==> config.mk <==
export PLATFORM = sky130hd
export DESIGN_NAME = calendar_clock_tables
export DESIGN_NICKNAME = d
export VERILOG_FILES = /design/src/design/bcd2_step.v /design/src/design/calendar_clock_tables.v
export VERILOG_INCLUDE_DIRS = /design/src /design/src/include
export SDC_FILE = /design/constraint.sdc
export NUM_CORES = 1
export LEC_CHECK = 0
export ABC_AREA = 1
export BUFFER_PORTS_ARGS = -buffer_cell sky130_fd_sc_hd__buf_2
export CELL_PAD_IN_SITES_DETAIL_PLACEMENT = 0
export CELL_PAD_IN_SITES_GLOBAL_PLACEMENT = 1
export CORE_MARGIN = 2
export CORE_UTILIZATION = 43
export DETAILED_ROUTE_END_ITERATION = 12
export PLACE_DENSITY = 0.83
export SLEW_MARGIN = 10
export SYNTH_ARGS = -nofsm -noshare
export SYNTH_HDL_FRONTEND = slang
export SYNTH_SLANG_ARGS = --single-unit
==> constraint.sdc <==
create_clock -name clk -period 5.5 [get_ports clk]
set_input_delay 0.825 -clock clk [delete_from_list [all_inputs] [get_ports clk]]
set_output_delay 0.825 -clock clk [all_outputs]
set_load 0.01 [all_outputs]
==> src/include/calendar_clock_defines.vh <==
// Constants of the calendar clock tables: indexes, fields, reset values, timing
`ifndef CALENDAR_CLOCK_DEFINES_VH
`define CALENDAR_CLOCK_DEFINES_VH

// Table indexes 247 to 255 decimal; the byte address of a table is four times its index
`define CC_IDX_SECOND      8'hf7
`define CC_IDX_MINUTE      8'hf8
`define CC_IDX_HOUR        8'hf9
`define CC_IDX_DATE        8'hfa
`define CC_IDX_MONTH       8'hfb
`define CC_IDX_YEAR        8'hfc
`define CC_IDX_WEEKDAY     8'hfd
`define CC_IDX_SET_TIME    8'hfe
`define CC_IDX_SET_MYW     8'hff
`define CC_IDX_FIRST       8'hf7
`define CC_ADDR_W          12

// Field positions in the first setting table
`define CC_SET0_SEC_LSB    0
`define CC_SET0_MIN_LSB    8
`define CC_SET0_HOUR_LSB   16
`define CC_SET0_DATE_LSB   24
// Field positions in the second setting table
`define CC_SET1_MONTH_LSB  0
`define CC_SET1_YEAR_LSB   8
`define CC_SET1_WDAY_LSB   16
`define CC_SET1_VACANT_LSB 24

// Field limits, two BCD digits each
`define CC_MAX_SECOND      8'h59
`define CC_MAX_MINUTE      8'h59
`define CC_MAX_HOUR        8'h23
`define CC_MIN_DATE        8'h01
`define CC_MAX_DATE        8'h31
`define CC_MIN_MONTH       8'h01
`define CC_MAX_MONTH       8'h12
`define CC_MAX_YEAR        8'h99
`define CC_MAX_WEEKDAY     8'h06
`define CC_ZERO            8'h00
`define CC_DAYS_30         8'h30
`define CC_DAYS_29         8'h29
`define CC_DAYS_28         8'h28
`define CC_FEBRUARY        8'h02

// Values after reset: 00:00:00, date 01, month 01, year 00, Sunday
`define CC_RST_SECOND      8'h00
`define CC_RST_MINUTE      8'h00
`define CC_RST_HOUR        8'h00
`define CC_RST_DATE        8'h01
`define CC_RST_MONTH       8'h01
`define CC_RST_YEAR        8'h00
`define CC_RST_WEEKDAY     8'h00

// One second of the clock, in cycles of the 25 ns system clock
`define CC_SECOND_NS       1000000000
`define CC_CLK_NS          25
`define CC_SEC_CYCLES      (`CC_SECOND_NS / `CC_CLK_NS)

// AXI responses
`define CC_RESP_OKAY       2'b00
`define CC_RESP_SLVERR     2'b10

`endif
==> src/design/bcd2_step.v <==
// Two-digit BCD field that steps by one and wraps to a base value
`timescale 1ns/100ps
`default_nettype none

module bcd2_step (
  // Step request and limits
  input  wire       en,
  input  wire [7:0] val,
  input  wire [7:0] top,
  input  wire [7:0] base,
  // Next value and wrap carry
  output reg  [7:0] nxt,
  output reg        carry
);

  always @* begin
    carry = en & (val >= top);
    if (!en) begin
      nxt = val;
    end else if (val >= top) begin
      nxt = base;
    end else if (val[3:0] == 4'h9) begin
      nxt = {val[7:4] + 4'h1, 4'h0};
    end else begin
      nxt = {val[7:4], val[3:0] + 4'h1};
    end
  end

endmodule // bcd2_step

`default_nettype wire

==> src/design/calendar_clock_tables.v <==
// Calendar clock with read-only value tables and write-only setting tables on AXI4-Lite
//
// Implementation choices: the register offsets and register access over AXI4-Lite.
`timescale 1ns/100ps
`default_nettype none
`include "calendar_clock_defines.vh"

module calendar_clock_tables #(
  parameter [31:0] SEC_CYCLES = `CC_SEC_CYCLES
) (
  // Clock and reset
  input  wire        clk,
  input  wire        rst,
  // Write address channel
  input  wire        s_axi_awvalid,
  output wire        s_axi_awready,
  input  wire [11:0] s_axi_awaddr,
  input  wire [2:0]  s_axi_awprot,
  // Write data channel
  input  wire        s_axi_wvalid,
  output wire        s_axi_wready,
  input  wire [31:0] s_axi_wdata,
  input  wire [3:0]  s_axi_wstrb,
  // Write response channel
  output wire        s_axi_bvalid,
  input  wire        s_axi_bready,
  output wire [1:0]  s_axi_bresp,
  // Read address channel
  input  wire        s_axi_arvalid,
  output wire        s_axi_arready,
  input  wire [11:0] s_axi_araddr,
  input  wire [2:0]  s_axi_arprot,
  // Read data channel
  output wire        s_axi_rvalid,
  input  wire        s_axi_rready,
  output wire [31:0] s_axi_rdata,
  output wire [1:0]  s_axi_rresp
);

  localparam [25:0] SEC_LAST = SEC_CYCLES[25:0] - 26'h1;

  ////////////////////////////////////////////////////////////////////////////
  // Functions

  // Byte address of a table index
  function [11:0] tbl_addr;
    input [7:0] idx;
    begin
      tbl_addr = {2'b00, idx, 2'b00};
    end
  endfunction

  // Both digits decimal and value within the limits
  function bcd_ok;
    input [7:0] v;
    input [7:0] lo;
    input [7:0] hi;
    begin
      bcd_ok = (v[3:0] <= 4'h9) && (v[7:4] <= 4'h9) && (v >= lo) && (v <= hi);
    end
  endfunction

  // Leap year on the last two BCD digits of the year
  function is_leap;
    input [7:0] y;
    begin
      if (!y[4]) begin
        is_leap = (y[3:0] == 4'h0) || (y[3:0] == 4'h4) || (y[3:0] == 4'h8);
      end else begin
        is_leap = (y[3:0] == 4'h2) || (y[3:0] == 4'h6);
      end
    end
  endfunction

  // Last date of a month, in BCD
  function [7:0] last_date;
    input [7:0] m;
    input [7:0] y;
    begin
      case (m)
        `CC_FEBRUARY: last_date = is_leap(y) ? `CC_DAYS_29 : `CC_DAYS_28;
        8'h04, 8'h06, 8'h09, 8'h11: last_date = `CC_DAYS_30;
        default: last_date = `CC_MAX_DATE;
      endcase
    end
  endfunction

  ////////////////////////////////////////////////////////////////////////////
  // Time base

  reg  [25:0] prescale_ff;
  reg         sec_tick_ff;
  reg  [7:0]  second_ff;
  reg  [7:0]  minute_ff;
  reg  [7:0]  hour_ff;
  reg  [7:0]  date_ff;
  reg  [7:0]  month_ff;
  reg  [7:0]  year_ff;
  reg  [7:0]  weekday_ff;

  always @(posedge clk or posedge rst) begin
    if (rst) begin
      prescale_ff <= 26'h0;
      sec_tick_ff <= 1'b0;
    end else if (prescale_ff >= SEC_LAST) begin
      prescale_ff <= 26'h0;
      sec_tick_ff <= 1'b1;
    end else begin
      prescale_ff <= prescale_ff + 26'h1;
      sec_tick_ff <= 1'b0;
    end
  end

  ////////////////////////////////////////////////////////////////////////////
  // BCD counting chain

  wire [7:0] step_sec;
  wire [7:0] step_min;
  wire [7:0] step_hour;
  wire [7:0] step_date;
  wire [7:0] step_month;
  wire [7:0] step_year;
  wire       c_sec;
  wire       c_min;
  wire       c_hour;
  wire       c_date;
  wire       c_month;
  wire [7:0] step_wday;

  bcd2_step u_sec (
    .en    (sec_tick_ff),
    .val   (second_ff),
    .top   (`CC_MAX_SECOND),
    .base  (`CC_ZERO),
    .nxt   (step_sec),
    .carry (c_sec)
  );

  bcd2_step u_min (
    .en    (c_sec),
    .val   (minute_ff),
    .top   (`CC_MAX_MINUTE),
    .base  (`CC_ZERO),
    .nxt   (step_min),
    .carry (c_min)
  );

  bcd2_step u_hour (
    .en    (c_min),
    .val   (hour_ff),
    .top   (`CC_MAX_HOUR),
    .base  (`CC_ZERO),
    .nxt   (step_hour),
    .carry (c_hour)
  );

  bcd2_step u_date (
    .en    (c_hour),
    .val   (date_ff),
    .top   (last_date(month_ff, year_ff)),
    .base  (`CC_MIN_DATE),
    .nxt   (step_date),
    .carry (c_date)
  );

  bcd2_step u_month (
    .en    (c_date),
    .val   (month_ff),
    .top   (`CC_MAX_MONTH),
    .base  (`CC_MIN_MONTH),
    .nxt   (step_month),
    .carry (c_month)
  );

  bcd2_step u_year (
    .en    (c_month),
    .val   (year_ff),
    .top   (`CC_MAX_YEAR),
    .base  (`CC_ZERO),
    .nxt   (step_year),
    .carry ()
  );

  // Weekday moves with each new day, Saturday back to Sunday
  assign step_wday = !c_hour ? weekday_ff :
                     (weekday_ff >= `CC_MAX_WEEKDAY) ? `CC_ZERO : weekday_ff + 8'h01;

  ////////////////////////////////////////////////////////////////////////////
  // Write channel

  reg         awready_ff;
  reg         wready_ff;
  reg         aw_got_ff;
  reg         w_got_ff;
  reg  [11:0] awaddr_ff;
  reg  [31:0] wdata_ff;
  reg  [3:0]  wstrb_ff;
  reg         bvalid_ff;
  reg  [1:0]  bresp_ff;

  reg         nxt_aw_got;
  reg         nxt_w_got;
  reg         nxt_bvalid;
  reg         do_write;
  reg         load_time;
  reg         load_myw;
  reg  [1:0]  nxt_bresp;

  wire [7:0]  set_sec   = wdata_ff[`CC_SET0_SEC_LSB +: 8];
  wire [7:0]  set_min   = wdata_ff[`CC_SET0_MIN_LSB +: 8];
  wire [7:0]  set_hour  = wdata_ff[`CC_SET0_HOUR_LSB +: 8];
  wire [7:0]  set_date  = wdata_ff[`CC_SET0_DATE_LSB +: 8];
  wire [7:0]  set_month = wdata_ff[`CC_SET1_MONTH_LSB +: 8];
  wire [7:0]  set_year  = wdata_ff[`CC_SET1_YEAR_LSB +: 8];
  wire [7:0]  set_wday  = wdata_ff[`CC_SET1_WDAY_LSB +: 8];
  wire [7:0]  set_vac   = wdata_ff[`CC_SET1_VACANT_LSB +: 8];

  // Settings are taken only whole and in range; anything else is refused
  wire time_ok = (wstrb_ff == 4'hf) &&
                 bcd_ok(set_sec, `CC_ZERO, `CC_MAX_SECOND) &&
                 bcd_ok(set_min, `CC_ZERO, `CC_MAX_MINUTE) &&
                 bcd_ok(set_hour, `CC_ZERO, `CC_MAX_HOUR) &&
                 bcd_ok(set_date, `CC_MIN_DATE, `CC_MAX_DATE);
  wire myw_ok  = (wstrb_ff == 4'hf) && (set_vac == `CC_ZERO) &&
                 bcd_ok(set_month, `CC_MIN_MONTH, `CC_MAX_MONTH) &&
                 bcd_ok(set_year, `CC_ZERO, `CC_MAX_YEAR) &&
                 bcd_ok(set_wday, `CC_ZERO, `CC_MAX_WEEKDAY);

  always @* begin
    nxt_aw_got = aw_got_ff | (s_axi_awvalid & awready_ff);
    nxt_w_got  = w_got_ff | (s_axi_wvalid & wready_ff);
    nxt_bvalid = bvalid_ff & ~s_axi_bready;
    nxt_bresp  = bresp_ff;
    do_write   = aw_got_ff & w_got_ff & ~bvalid_ff;
    load_time  = 1'b0;
    load_myw   = 1'b0;
    if (do_write) begin
      nxt_aw_got = 1'b0;
      nxt_w_got  = 1'b0;
      nxt_bvalid = 1'b1;
      nxt_bresp  = `CC_RESP_SLVERR;
      if (awaddr_ff == tbl_addr(`CC_IDX_SET_TIME)) begin
        load_time = time_ok;
        nxt_bresp = time_ok ? `CC_RESP_OKAY : `CC_RESP_SLVERR;
      end else if (awaddr_ff == tbl_addr(`CC_IDX_SET_MYW)) begin
        load_myw  = myw_ok;
        nxt_bresp = myw_ok ? `CC_RESP_OKAY : `CC_RESP_SLVERR;
      end
      // Current-time tables and unmapped words keep the error answer
    end
  end

  always @(posedge clk or posedge rst) begin
    if (rst) begin
      awready_ff <= 1'b0;
      wready_ff  <= 1'b0;
      aw_got_ff  <= 1'b0;
      w_got_ff   <= 1'b0;
      awaddr_ff  <= 12'h000;
      wdata_ff   <= 32'h00000000;
      wstrb_ff   <= 4'h0;
      bvalid_ff  <= 1'b0;
      bresp_ff   <= `CC_RESP_OKAY;
    end else begin
      if (s_axi_awvalid && awready_ff) begin
        awaddr_ff <= {s_axi_awaddr[11:2], 2'b00};
      end
      if (s_axi_wvalid && wready_ff) begin
        wdata_ff <= s_axi_wdata;
        wstrb_ff <= s_axi_wstrb;
      end
      aw_got_ff  <= nxt_aw_got;
      w_got_ff   <= nxt_w_got;
      bvalid_ff  <= nxt_bvalid;
      bresp_ff   <= nxt_bresp;
      awready_ff <= ~nxt_aw_got & ~nxt_bvalid;
      wready_ff  <= ~nxt_w_got & ~nxt_bvalid;
    end
  end

  ////////////////////////////////////////////////////////////////////////////
  // Clock registers; a loaded setting wins over the count in the same cycle

  always @(posedge clk or posedge rst) begin
    if (rst) begin
      second_ff  <= `CC_RST_SECOND;
      minute_ff  <= `CC_RST_MINUTE;
      hour_ff    <= `CC_RST_HOUR;
      date_ff    <= `CC_RST_DATE;
      month_ff   <= `CC_RST_MONTH;
      year_ff    <= `CC_RST_YEAR;
      weekday_ff <= `CC_RST_WEEKDAY;
    end else begin
      if (load_time) begin
        second_ff <= set_sec;
        minute_ff <= set_min;
        hour_ff   <= set_hour;
        date_ff   <= set_date;
      end else begin
        second_ff <= step_sec;
        minute_ff <= step_min;
        hour_ff   <= step_hour;
        date_ff   <= step_date;
      end
      if (load_myw) begin
        month_ff   <= set_month;
        year_ff    <= set_year;
        weekday_ff <= set_wday;
      end else if (!load_time) begin
        month_ff   <= step_month;
        year_ff    <= step_year;
        weekday_ff <= step_wday;
      end
    end
  end

  ////////////////////////////////////////////////////////////////////////////
  // Read channel

  reg         arready_ff;
  reg         rvalid_ff;
  reg  [31:0] rdata_ff;
  reg  [1:0]  rresp_ff;
  reg  [7:0]  rd_byte;
  reg  [1:0]  rd_resp;

  wire [11:0] rd_addr = {s_axi_araddr[11:2], 2'b00};

  // Only the nine clock words answer; all else is an error
  always @* begin
    rd_byte = 8'h00;
    rd_resp = `CC_RESP_OKAY;
    if (rd_addr == tbl_addr(`CC_IDX_SECOND)) begin
      rd_byte = second_ff;
    end else if (rd_addr == tbl_addr(`CC_IDX_MINUTE)) begin
      rd_byte = minute_ff;
    end else if (rd_addr == tbl_addr(`CC_IDX_HOUR)) begin
      rd_byte = hour_ff;
    end else if (rd_addr == tbl_addr(`CC_IDX_DATE)) begin
      rd_byte = date_ff;
    end else if (rd_addr == tbl_addr(`CC_IDX_MONTH)) begin
      rd_byte = month_ff;
    end else if (rd_addr == tbl_addr(`CC_IDX_YEAR)) begin
      rd_byte = year_ff;
    end else if (rd_addr == tbl_addr(`CC_IDX_WEEKDAY)) begin
      rd_byte = weekday_ff;
    end else if ((rd_addr == tbl_addr(`CC_IDX_SET_TIME)) ||
                 (rd_addr == tbl_addr(`CC_IDX_SET_MYW))) begin
      rd_byte = 8'h00;
    end else begin
      rd_resp = `CC_RESP_SLVERR;
    end
  end

  always @(posedge clk or posedge rst) begin
    if (rst) begin
      arready_ff <= 1'b0;
      rvalid_ff  <= 1'b0;
      rdata_ff   <= 32'h00000000;
      rresp_ff   <= `CC_RESP_OKAY;
    end else if (s_axi_arvalid && arready_ff) begin
      arready_ff <= 1'b0;
      rvalid_ff  <= 1'b1;
      rdata_ff   <= {24'h000000, rd_byte};
      rresp_ff   <= rd_resp;
    end else if (rvalid_ff) begin
      rvalid_ff  <= ~s_axi_rready;
      arready_ff <= s_axi_rready;
    end else begin
      arready_ff <= 1'b1;
    end
  end

  ////////////////////////////////////////////////////////////////////////////
  // Outputs

  assign s_axi_awready = awready_ff;
  assign s_axi_wready  = wready_ff;
  assign s_axi_bvalid  = bvalid_ff;
  assign s_axi_bresp   = bresp_ff;
  assign s_axi_arready = arready_ff;
  assign s_axi_rvalid  = rvalid_ff;
  assign s_axi_rdata   = rdata_ff;
  assign s_axi_rresp   = rresp_ff;

endmodule // calendar_clock_tables

`default_nettype wire

==> results of run 1 <==
-- final cells by class --
type / count / area [um2] / share of cell area, %
clock inverters: 15 / 148 / 1.50
inverters: 167 / 632 / 6.41
repair buffers: 80 / 408 / 4.14
well taps: 270 / 338 / 3.43
clock buffers: 17 / 425 / 4.32
flip-flops and latches: 146 / 3660 / 37.1
multi-input cells: 868 / 4250 / 43.1
-- stage by stage --
step	total power, mW	utilization [%]
global route	3.51	49.2
CTS	3.33	49.2
finish	3.31	49.2
floorplan	1.92	-
detailed placement	2.18	46.3
global placement	2.17	46.3
-- flip-flops by register name, summed over array words and instances (netlist names), 4 cells and up --
register / cells
wdata_ff: 32
prescale_ff: 26
awaddr_ff: 10
date_ff: 8
hour_ff: 8
minute_ff: 8
month_ff: 8
s_axi_rdata: 8
second_ff: 8
weekday_ff: 8
year_ff: 8
wstrb_ff: 4
-- synthesized netlist by cell type (4+ instances only) --
master / count / area share, %
sky130_fd_sc_hd__nand2_1: 342 / 15
sky130_fd_sc_hd__inv_1: 151 / 6.5
sky130_fd_sc_hd__nor2_1: 151 / 6.5
sky130_fd_sc_hd__dfrtp_1: 144 / 41
sky130_fd_sc_hd__nand3_1: 57 / 3.3
sky130_fd_sc_hd__o21ai_0: 49 / 2.8
sky130_fd_sc_hd__nand4_1: 38 / 2.7
sky130_fd_sc_hd__buf_4: 27 / 2.3
sky130_fd_sc_hd__nor3_1: 25 / 1.4
sky130_fd_sc_hd__ha_1: 22 / 3.2
sky130_fd_sc_hd__xor2_1: 21 / 2.1
sky130_fd_sc_hd__a21oi_1: 19 / 1.1
sky130_fd_sc_hd__o21ai_1: 17 / 0.98
sky130_fd_sc_hd__inv_2: 14 / 0.60
sky130_fd_sc_hd__nor4_1: 12 / 0.86
sky130_fd_sc_hd__o211ai_1: 12 / 1.0
sky130_fd_sc_hd__o22ai_1: 12 / 0.86
sky130_fd_sc_hd__clkbuf_1: 10 / 0.43
sky130_fd_sc_hd__nand2_2: 8 / 0.57
sky130_fd_sc_hd__o221ai_1: 8 / 0.80
sky130_fd_sc_hd__nor2_2: 7 / 0.50
sky130_fd_sc_hd__xnor2_1: 5 / 0.50
sky130_fd_sc_hd__a211oi_1: 4 / 0.34
sky130_fd_sc_hd__a31oi_1: 4 / 0.29
sky130_fd_sc_hd__buf_2: 4 / 0.23
sky130_fd_sc_hd__nand3b_1: 4 / 0.34
sky130_fd_sc_hd__nor3b_1: 4 / 0.34
-- power groups by stage --
stage | logic, mW | registers, mW | clock network [mW]
floorplan | 0.525 | 1.39 | 0
global placement | 0.747 | 1.43 | 0
detailed placement | 0.752 | 1.43 | 0
CTS | 0.756 | 1.41 | 1.17
global route | 0.857 | 1.44 | 1.21
finish | 0.752 | 1.41 | 1.15
-- cell usage in the layout, fill, tap and decap left out, types with 3 or more instances in the layout --
cell | synthesis | layout
sky130_fd_sc_hd__clkinv_4 | 0 | 4
sky130_fd_sc_hd__nand3b_1 | 4 | 4
sky130_fd_sc_hd__clkbuf_16 | 0 | 17
sky130_fd_sc_hd__nor3_1 | 25 | 25
sky130_fd_sc_hd__nand3_1 | 57 | 57
sky130_fd_sc_hd__a21oi_1 | 19 | 19
sky130_fd_sc_hd__o22ai_1 | 12 | 12
sky130_fd_sc_hd__a211oi_1 | 4 | 4
sky130_fd_sc_hd__inv_1 | 151 | 150
sky130_fd_sc_hd__o21ai_0 | 49 | 49
sky130_fd_sc_hd__nor2_1 | 151 | 151
sky130_fd_sc_hd__ha_1 | 22 | 22
sky130_fd_sc_hd__buf_2 | 4 | 77
sky130_fd_sc_hd__o211ai_1 | 12 | 12
sky130_fd_sc_hd__conb_1 | 1 | 26
sky130_fd_sc_hd__nor3_2 | 3 | 3
sky130_fd_sc_hd__nand2_1 | 342 | 342
sky130_fd_sc_hd__xor2_1 | 21 | 21
sky130_fd_sc_hd__xnor2_1 | 5 | 5
sky130_fd_sc_hd__inv_2 | 14 | 14
sky130_fd_sc_hd__inv_6 | 0 | 5
sky130_fd_sc_hd__nor2_2 | 7 | 7
sky130_fd_sc_hd__nor3b_1 | 4 | 4
sky130_fd_sc_hd__o21ai_1 | 17 | 17
sky130_fd_sc_hd__dfrtp_1 | 144 | 144
sky130_fd_sc_hd__nand2_2 | 8 | 8
sky130_fd_sc_hd__o221ai_1 | 8 | 8
sky130_fd_sc_hd__nand4_1 | 38 | 38
sky130_fd_sc_hd__nor4_1 | 12 | 12
sky130_fd_sc_hd__buf_4 | 27 | 3
sky130_fd_sc_hd__a31oi_1 | 4 | 4
-- final timing paths --
check                                        start  slack [ps]                          to
max in group asynchronous                      rst        3770  s_axi_rdata[0]$_DFFE_PP0P_
min in group asynchronous                      rst         570     wstrb_ff[3]$_DFFE_PP0P_
max reg2reg                month_ff[0]$_DFFE_PP1P_        2020      year_ff[6]$_DFFE_PP0P_
min reg2reg                 s_axi_rvalid$_DFF_PP0_         470     s_axi_arready$_DFF_PP0_
min                         s_axi_rvalid$_DFF_PP0_         470     s_axi_arready$_DFF_PP0_
max                        month_ff[0]$_DFFE_PP1P_        2020      year_ff[6]$_DFFE_PP0P_
-- cells by family (layout without fill, tap and decap cells) --
family | Yosys count | in the layout | share of synthesized area, %
AO/OA/AOI/OAI | 137 | 137 | 9.47
XOR/XNOR | 26 | 26 | 2.61
adder cells (fa/ha/maj) | 22 | 22 | 3.16
buffers and inverters | 210 | 279 | 10.4
flip-flops | 146 | 146 | 41.9
other | 1 | 26 | 0.0430
AND/OR/NAND/NOR | 657 | 657 | 32.4
-- layer usage --
layer,vias up,share of wire (%)
met1,3672,50
met2,190,44
li1,3987,-
met3,25,4.2
met4,0,1.6
met5,-,0
==> summary.txt, run 1 <==
Timing
  • Worst setup slack after layout: ~2000 ps
  • Max-slew violation total from the final report: 0
  • Post-Route Setup TNS: 0 ps
  • Maximum operating frequency: roughly 290 MHz
  • Number of hold violations in the final report: 0
  • Final setup violation count: 0
  • Actual slew at the worst max-slew pin: about 1100 ps
  • Skew final: between 8 and 9 ps
  • Shortest period the worst path allows: 3480 ps
  • Tcrit/Tclk final: ~63%
  • Unrepaired setup endpoints after global routing: no
  • Remaining max-slew budget at the tightest pin: between 20% and 30%
  • Hold WS: roughly 470 ps

Routing
  • Detail Route Antenna Nets: 0
  • Average vias per placed instance: between 5 and 6
  • Wire length after detailed routing: approximately 23 mm
  • # DRC: 0
  • Initial DRT Pass Iterations: 5
  • Initial drt markers: between 400 and 500
  • Routed via count: 7874
  • Post-detailed-route wirelength per cell: roughly 15 um

Clock network
  • Number of buffers added by the clock tree synthesis step: 17
  • Maximum buffer depth of the clock tree: 2
  • Latest clock arrival within the worst-skew pair: between 400 and 500 ps
  • CTS resizes: 0
  • Number of setup buffers added after CTS: 0
  • Clk slew on worst S/H paths: roughly 60 ps
  • Total number of H-tree levels: 4
  • Hold buffers post-CTS: 0
  • TritonCTS clock tree: done
  • Clock sink count: ~150
  • CTS root buf: sky130_fd_sc_hd__clkbuf_16

Worst setup path
  • Cell type group with the largest total delay on the critical path: simple AND/OR/NAND/NOR gates
  • Critical Path RT: between 5000 and 6000 ps
  • Delay of the slowest cell on the worst path: about 560 ps
  • Highest-delay cell along the critical path: sky130_fd_sc_hd__dfstp_2
  • Path length in cells of the critical path: 19
  • Max Fanout on Critical Path: 11
  • Most prevalent standard cell on the critical path: sky130_fd_sc_hd__nand2_1
  • Worst Reg2Reg Path Length in Cells: 19
  • Ordered list of cells on the worst path: inv_1 > nor2_1 > inv_1 > nor3_1 > a31oi_1 > o21ai_0 > o21ai_0 > ha_1 > nand2_1 > nand2_1 > nand2_1 > nand2_1 > nand3_1 > nand3_1 > nand2_1 > nand2_1 > nor2_1 > nand2_1 > nand2_1
  • Setup CP Type: register to register
  • Type of element capturing the critical path: register
  • Sum of buffers and inverters on the critical path: 2
  • Arrival @ worst endpoint: around 3900 ps
  • Startpoint Class: register

Power
  • Leakage power of the design: around 4.9 nW
  • Part of the total power dissipated in sequential elements: 42.6%
  • Power density of the placed cells: 336 nW/um2
  • Internal power: roughly 2.1 mW
  • Maximum vdd ir drop: 0.000239 V
  • Clk network pwr share: around a third
  • Sw Ratio: a little over a third
  • Net switching component of the power: about 1.2 mW
  • Logic gate share of total power: between 20% and 30%

Global route
  • Met2 global-route usage: 34.7%
  • Wire length of the first global-routing pass: around 38 mm
  • Met3 demand-to-capacity share in global routing: between 3 and 4%
  • Largest net degree at the start of global routing: 100
  • Remaining global-route overflow: 0
  • Number of global-route vias before repair: approximately 7400
  • Gr busiest metal: met2
  • GRT Util Overall: between 20% and 30%
  • M1 GR Usage: between 30% and 40%
  • Number of antenna violations at the first check in global routing: 0

Synthesis
  • Fraction of registers with async set/reset: 100%
  • Fraction of the yosys area taken by sequential cells: 41.9%
  • Synth Flop Type: sky130_fd_sc_hd__dfrtp_1
  • Ys Warns: 0
  • Netlist area before placement: between 8000 and 9000 um2
  • Mean instance size in the synthesized netlist: around 7.3 um2
  • Count of flip-flops with a built-in enable after synthesis: 0
  • Cells after synthesis: 1199
  • Unique masters post-synth: 47
  • Register bit total from synthesis: 146

Finish
  • Number of nets in the layout: approximately 1400
  • Area Growth Syn to Fin: 13.0%
  • Cell Count, Final, Fillers Out: approximately 1600
  • Post-route cell area: approximately 10000 um2
  • Total inserted antenna cells: 0
  • Fill cell total of the finished layout: around 2100
  • Share of layout cells above drive strength 1: about an eighth

Floorplan
  • Die height: ~150 um
  • Cell row count: 52
  • Starting density of the core: 43.5%
  • Die width: approximately 150 um
  • Overall die area: 21400 um2
  • Number of placed I/O pins: between 100 and 150
  • Area of the core: 20000 um2

Place
  • DPL Wire Length: approximately 17 mm
  • Placed instance area: slightly above 9000 um2
  • PortBufs: a little under 80
  • Routability cong.: ~0.90
  • Total instance count after detailed placement: roughly 1500
  • Worst setup slack after placement: approximately 2100 ps

Min path
  • Hold path depth: 1
  • Type of the most critical hold path: register to register

Outcome
  • Run status: complete, no violations

Run
  • Number of max-cap violations: 0
(Power assumes the default switching activity.)
==> inputs of run 2 (changes only) <==
--- a/config.mk
+++ b/config.mk
@@ -11,9 +11,9 @@
 export CELL_PAD_IN_SITES_DETAIL_PLACEMENT = 0
 export CELL_PAD_IN_SITES_GLOBAL_PLACEMENT = 1
 export CORE_MARGIN = 2
-export CORE_UTILIZATION = 43
+export CORE_UTILIZATION = 38
 export DETAILED_ROUTE_END_ITERATION = 12
-export PLACE_DENSITY = 0.83
+export PLACE_DENSITY = 0.78
 export SLEW_MARGIN = 10
 export SYNTH_ARGS = -nofsm -noshare
 export SYNTH_HDL_FRONTEND = slang
==> constraint.sdc (replaced) <==
create_clock -name clk -period 3.05 [get_ports clk]
set_input_delay 0.4575 -clock clk [delete_from_list [all_inputs] [get_ports clk]]
set_output_delay 0.4575 -clock clk [all_outputs]
set_load 0.01 [all_outputs]
==> summary.txt, run 2 (synthesis gave the netlist of run 1 again) <==
Timing
  • Max-slew violation total from the final report: 0 (unchanged)
  • Remaining max-slew budget at the tightest pin: 50.2% (+23 points)
  • Actual slew at the worst max-slew pin: 741 ps (-353 ps)
  • Final setup violation count: 0 (unchanged)
  • Post-Route Setup TNS: 0 ps (unchanged)
  • Maximum operating frequency: 370 MHz (+29%)
  • Shortest period the worst path allows: 2700 ps (-779 ps)
  • Unrepaired setup endpoints after global routing: no
  • Skew final: 15.8 ps (+6.80 ps)
  • Number of hold violations in the final report: 0 (unchanged)
  • Tcrit/Tclk final: 88.7% (+25 points)

Place
  • Routability cong.: 0.856 (-4.6%)
  • PortBufs: 77 (unchanged)
  • DPL Wire Length: 17.9 mm (+5.0%)
  • Total instance count after detailed placement: 1556 (+1.6%)

Finish
  • Largest regs: wdata_ff (32), prescale_ff (26), awaddr_ff (10)
  • Final cell utilization of the core: 44.3% (-4.9 points)
  • Area Growth Syn to Fin: 14.7%
  • Number of flip-flops under the largest register name: 32 (unchanged)
  • Most used cells in the layout excluding fill and tap cells: sky130_fd_sc_hd__nand2_1 (342), sky130_fd_sc_hd__inv_1 (150), sky130_fd_sc_hd__nor2_1 (148)
  • Leading cell type in the layout, fill and taps excluded: sky130_fd_sc_hd__nand2_1
  • Cell Count, Final, Fillers Out: 1587 (+1.5%)
  • Total inserted antenna cells: 0 (unchanged)
  • Fill cell total of the finished layout: 2336 (+11%)
  • Area of all sequential standard cells: 3660 um2 (unchanged)
  • Share of layout cells above drive strength 1: 12.6% (+0.69 points)
  • Area of combinational cells with multiple inputs: 4260 um2 (+0.29%)
  • Number of nets in the layout: 1385 (+0.73%)
  • Largest Register: wdata_ff

Routing
  • # DRC: 0 (unchanged)
  • Post-detailed-route wirelength per cell: 14.7 um (+0.62%)
  • Initial DRT Pass Iterations: 5 (unchanged)
  • Initial drt markers: 614 (+26%)
  • Average vias per placed instance: 4.98 (-1.1%)
  • Wire length after detailed routing: 23.4 mm (+2.2%)
  • Detail Route Antenna Nets: 0 (unchanged)
  • Routed via count: 7910 (+0.46%)

Global route
  • Number of global-route vias before repair: 7468 (+0.40%)
  • GRT Util Overall: 20.2% (-1.9 points)
  • Number of antenna violations at the first check in global routing: 0 (unchanged)
  • Largest net degree at the start of global routing: 103 (+3.0%)
  • Remaining global-route overflow: 0 (unchanged)
  • Wire length of the first global-routing pass: 38.5 mm (+1.8%)

Clock network
  • Number of setup buffers added after CTS: 0 (unchanged)
  • Clk slew on worst S/H paths: 70 ps (about the same)
  • Maximum buffer depth of the clock tree: 2 (unchanged)
  • CTS resizes: 0 (unchanged)
  • TritonCTS clock tree: done
  • Latest clock arrival within the worst-skew pair: 430 ps (about the same)
  • Number of buffers added by the clock tree synthesis step: 17 (unchanged)
  • Total number of H-tree levels: 4 (unchanged)
  • CTS root buf: sky130_fd_sc_hd__clkbuf_16
  • Clock sink count: 146 (unchanged)
  • Hold buffers post-CTS: 0 (unchanged)

Worst setup path
  • Setup CP Type: register to register
  • Arrival @ worst endpoint: 3020 ps (-840 ps)
  • Critical Path RT: 3370 ps (-2500 ps)
  • Startpoint Class: register
  • Crit Reg-Reg Startpoint: month_ff[0]$_DFFE_PP1P_
  • Launching element of the worst setup path: month_ff[0]$_DFFE_PP1P_
  • Worst Reg2Reg Path Length in Cells: 19 (unchanged)
  • Max Fanout on Critical Path: 10 (-1)
  • End of the worst register-to-register path: year_ff[7]$_DFFE_PP0P_
  • Flop-to-flop setup slack: 350 ps (-1670 ps)
  • Crit path to: year_ff[7]$_DFFE_PP0P_
  • Type of element capturing the critical path: register

Floorplan
  • Die width: 156 um (+6.2%)
  • Number of placed I/O pins: 114 (unchanged)
  • Starting density of the core: 38.6% (-4.9 points)
  • Area of the core: 22600 um2 (+13%)
  • Cell row count: 55 (+5.8%)
  • Die height: 156 um (+6.2%)
  • Overall die area: 24200 um2 (+13%)

Min path
  • Type of the most critical hold path: input port to asynchronous set/reset pin

Run
  • Number of max-cap violations: 0 (unchanged)

Power
  • Maximum vdd ir drop: 0.000419 V (+75%)
  • Leakage power of the design: 4.95 nW (+1.3%)
  • Power density of the placed cells: 608 nW/um2 (+81%)

Outcome
  • Run status: complete, no violations
run 2: cell types whose count changed in the layout (fill, tap and decap cells not counted), moves of 2 or more:
cell	change
sky130_fd_sc_hd__buf_4	+9
sky130_fd_sc_hd__bufinv_16	+2
sky130_fd_sc_hd__clkbuf_1	+2
sky130_fd_sc_hd__inv_6	-3
sky130_fd_sc_hd__inv_8	-2
sky130_fd_sc_hd__nor2_1	-3
sky130_fd_sc_hd__nor2_2	+2
run 2: power by group:
group | total [mW] | switching [mW] | internal (mW)
Clock | 2.17 | 0.862 | 1.31
Sequential | 2.54 | 0.273 | 2.27
Combinational | 1.37 | 0.977 | 0.390
Total | 6.08 | 2.11 | 3.97
run 2: worst min-delay path by stage:
stage                                         from                   endpoint  slack [ps]  cells after the start
after global routing                           rst  prescale_ff[18]$_DFF_PP0_          40                      2
final                                          rst   prescale_ff[6]$_DFF_PP0_          30                      2
after detailed placement  prescale_ff[0]$_DFF_PP0_   prescale_ff[0]$_DFF_PP0_         460                      1
after CTS                                      rst   prescale_ff[5]$_DFF_PP0_          20                      2
after floorplan           prescale_ff[0]$_DFF_PP0_   prescale_ff[0]$_DFF_PP0_         430                      1
after global placement      s_axi_rvalid$_DFF_PP0_    s_axi_arready$_DFF_PP0_         450                      1
run 2: routing by layer:
| metal | wire length (um) | track usage (%) | vias to the layer above |
|---|---|---|---|
| li1 | - | - | 4012 |
| met1 | 11600 | 29.4 | 3652 |
| met2 | 10000 | 30.0 | 211 |
| met3 | 1190 | 3.70 | 35 |
| met4 | 568 | 7.30 | 0 |
| met5 | 0 | 0 | - |
run 2: cell type report:
type	count	share of cell area [%]
Multi-Input combinational cell	868	42.6
Sequential cell	146	36.5
Inverter	167	6.30
Timing Repair Buffer	90	4.95
Clock buffer	20	4.47
Tap cell	285	3.56
Clock inverter	11	1.54
run 2: metrics by stage:
stage          worst slack (ps)  total power [mW]  hold WS [ps]  instance area (um2)
3_5_place_dp                280              3.95           458                 9390
5_1_grt                    49.4              6.45          39.8                10000
2_1_floorplan               574              3.45           433                 8820
3_3_place_gp                280              3.93           448                 9390
6_report                    346              6.08          25.1                10000
4_1_cts                     235              6.13          20.1                 9990
run 2: worst max-delay path: stages, from the launching register on:
cell and delay (ps):
sky130_fd_sc_hd__dfstp_2 550, sky130_fd_sc_hd__inv_1 110, sky130_fd_sc_hd__nor2_2 150, sky130_fd_sc_hd__inv_1 50
sky130_fd_sc_hd__nor3_1 200, sky130_fd_sc_hd__a31oi_1 60, sky130_fd_sc_hd__o21ai_1 150, sky130_fd_sc_hd__o21ai_0 120
sky130_fd_sc_hd__ha_1 190, sky130_fd_sc_hd__nand2_1 60, sky130_fd_sc_hd__nand2_1 50, sky130_fd_sc_hd__nand2_1 50
sky130_fd_sc_hd__nand2_1 40, sky130_fd_sc_hd__nand3_1 140, sky130_fd_sc_hd__nand3_1 100, sky130_fd_sc_hd__nand2_1 110
sky130_fd_sc_hd__buf_4 190, sky130_fd_sc_hd__nand3_2 110, sky130_fd_sc_hd__nand2_1 90, sky130_fd_sc_hd__nand2_1 50
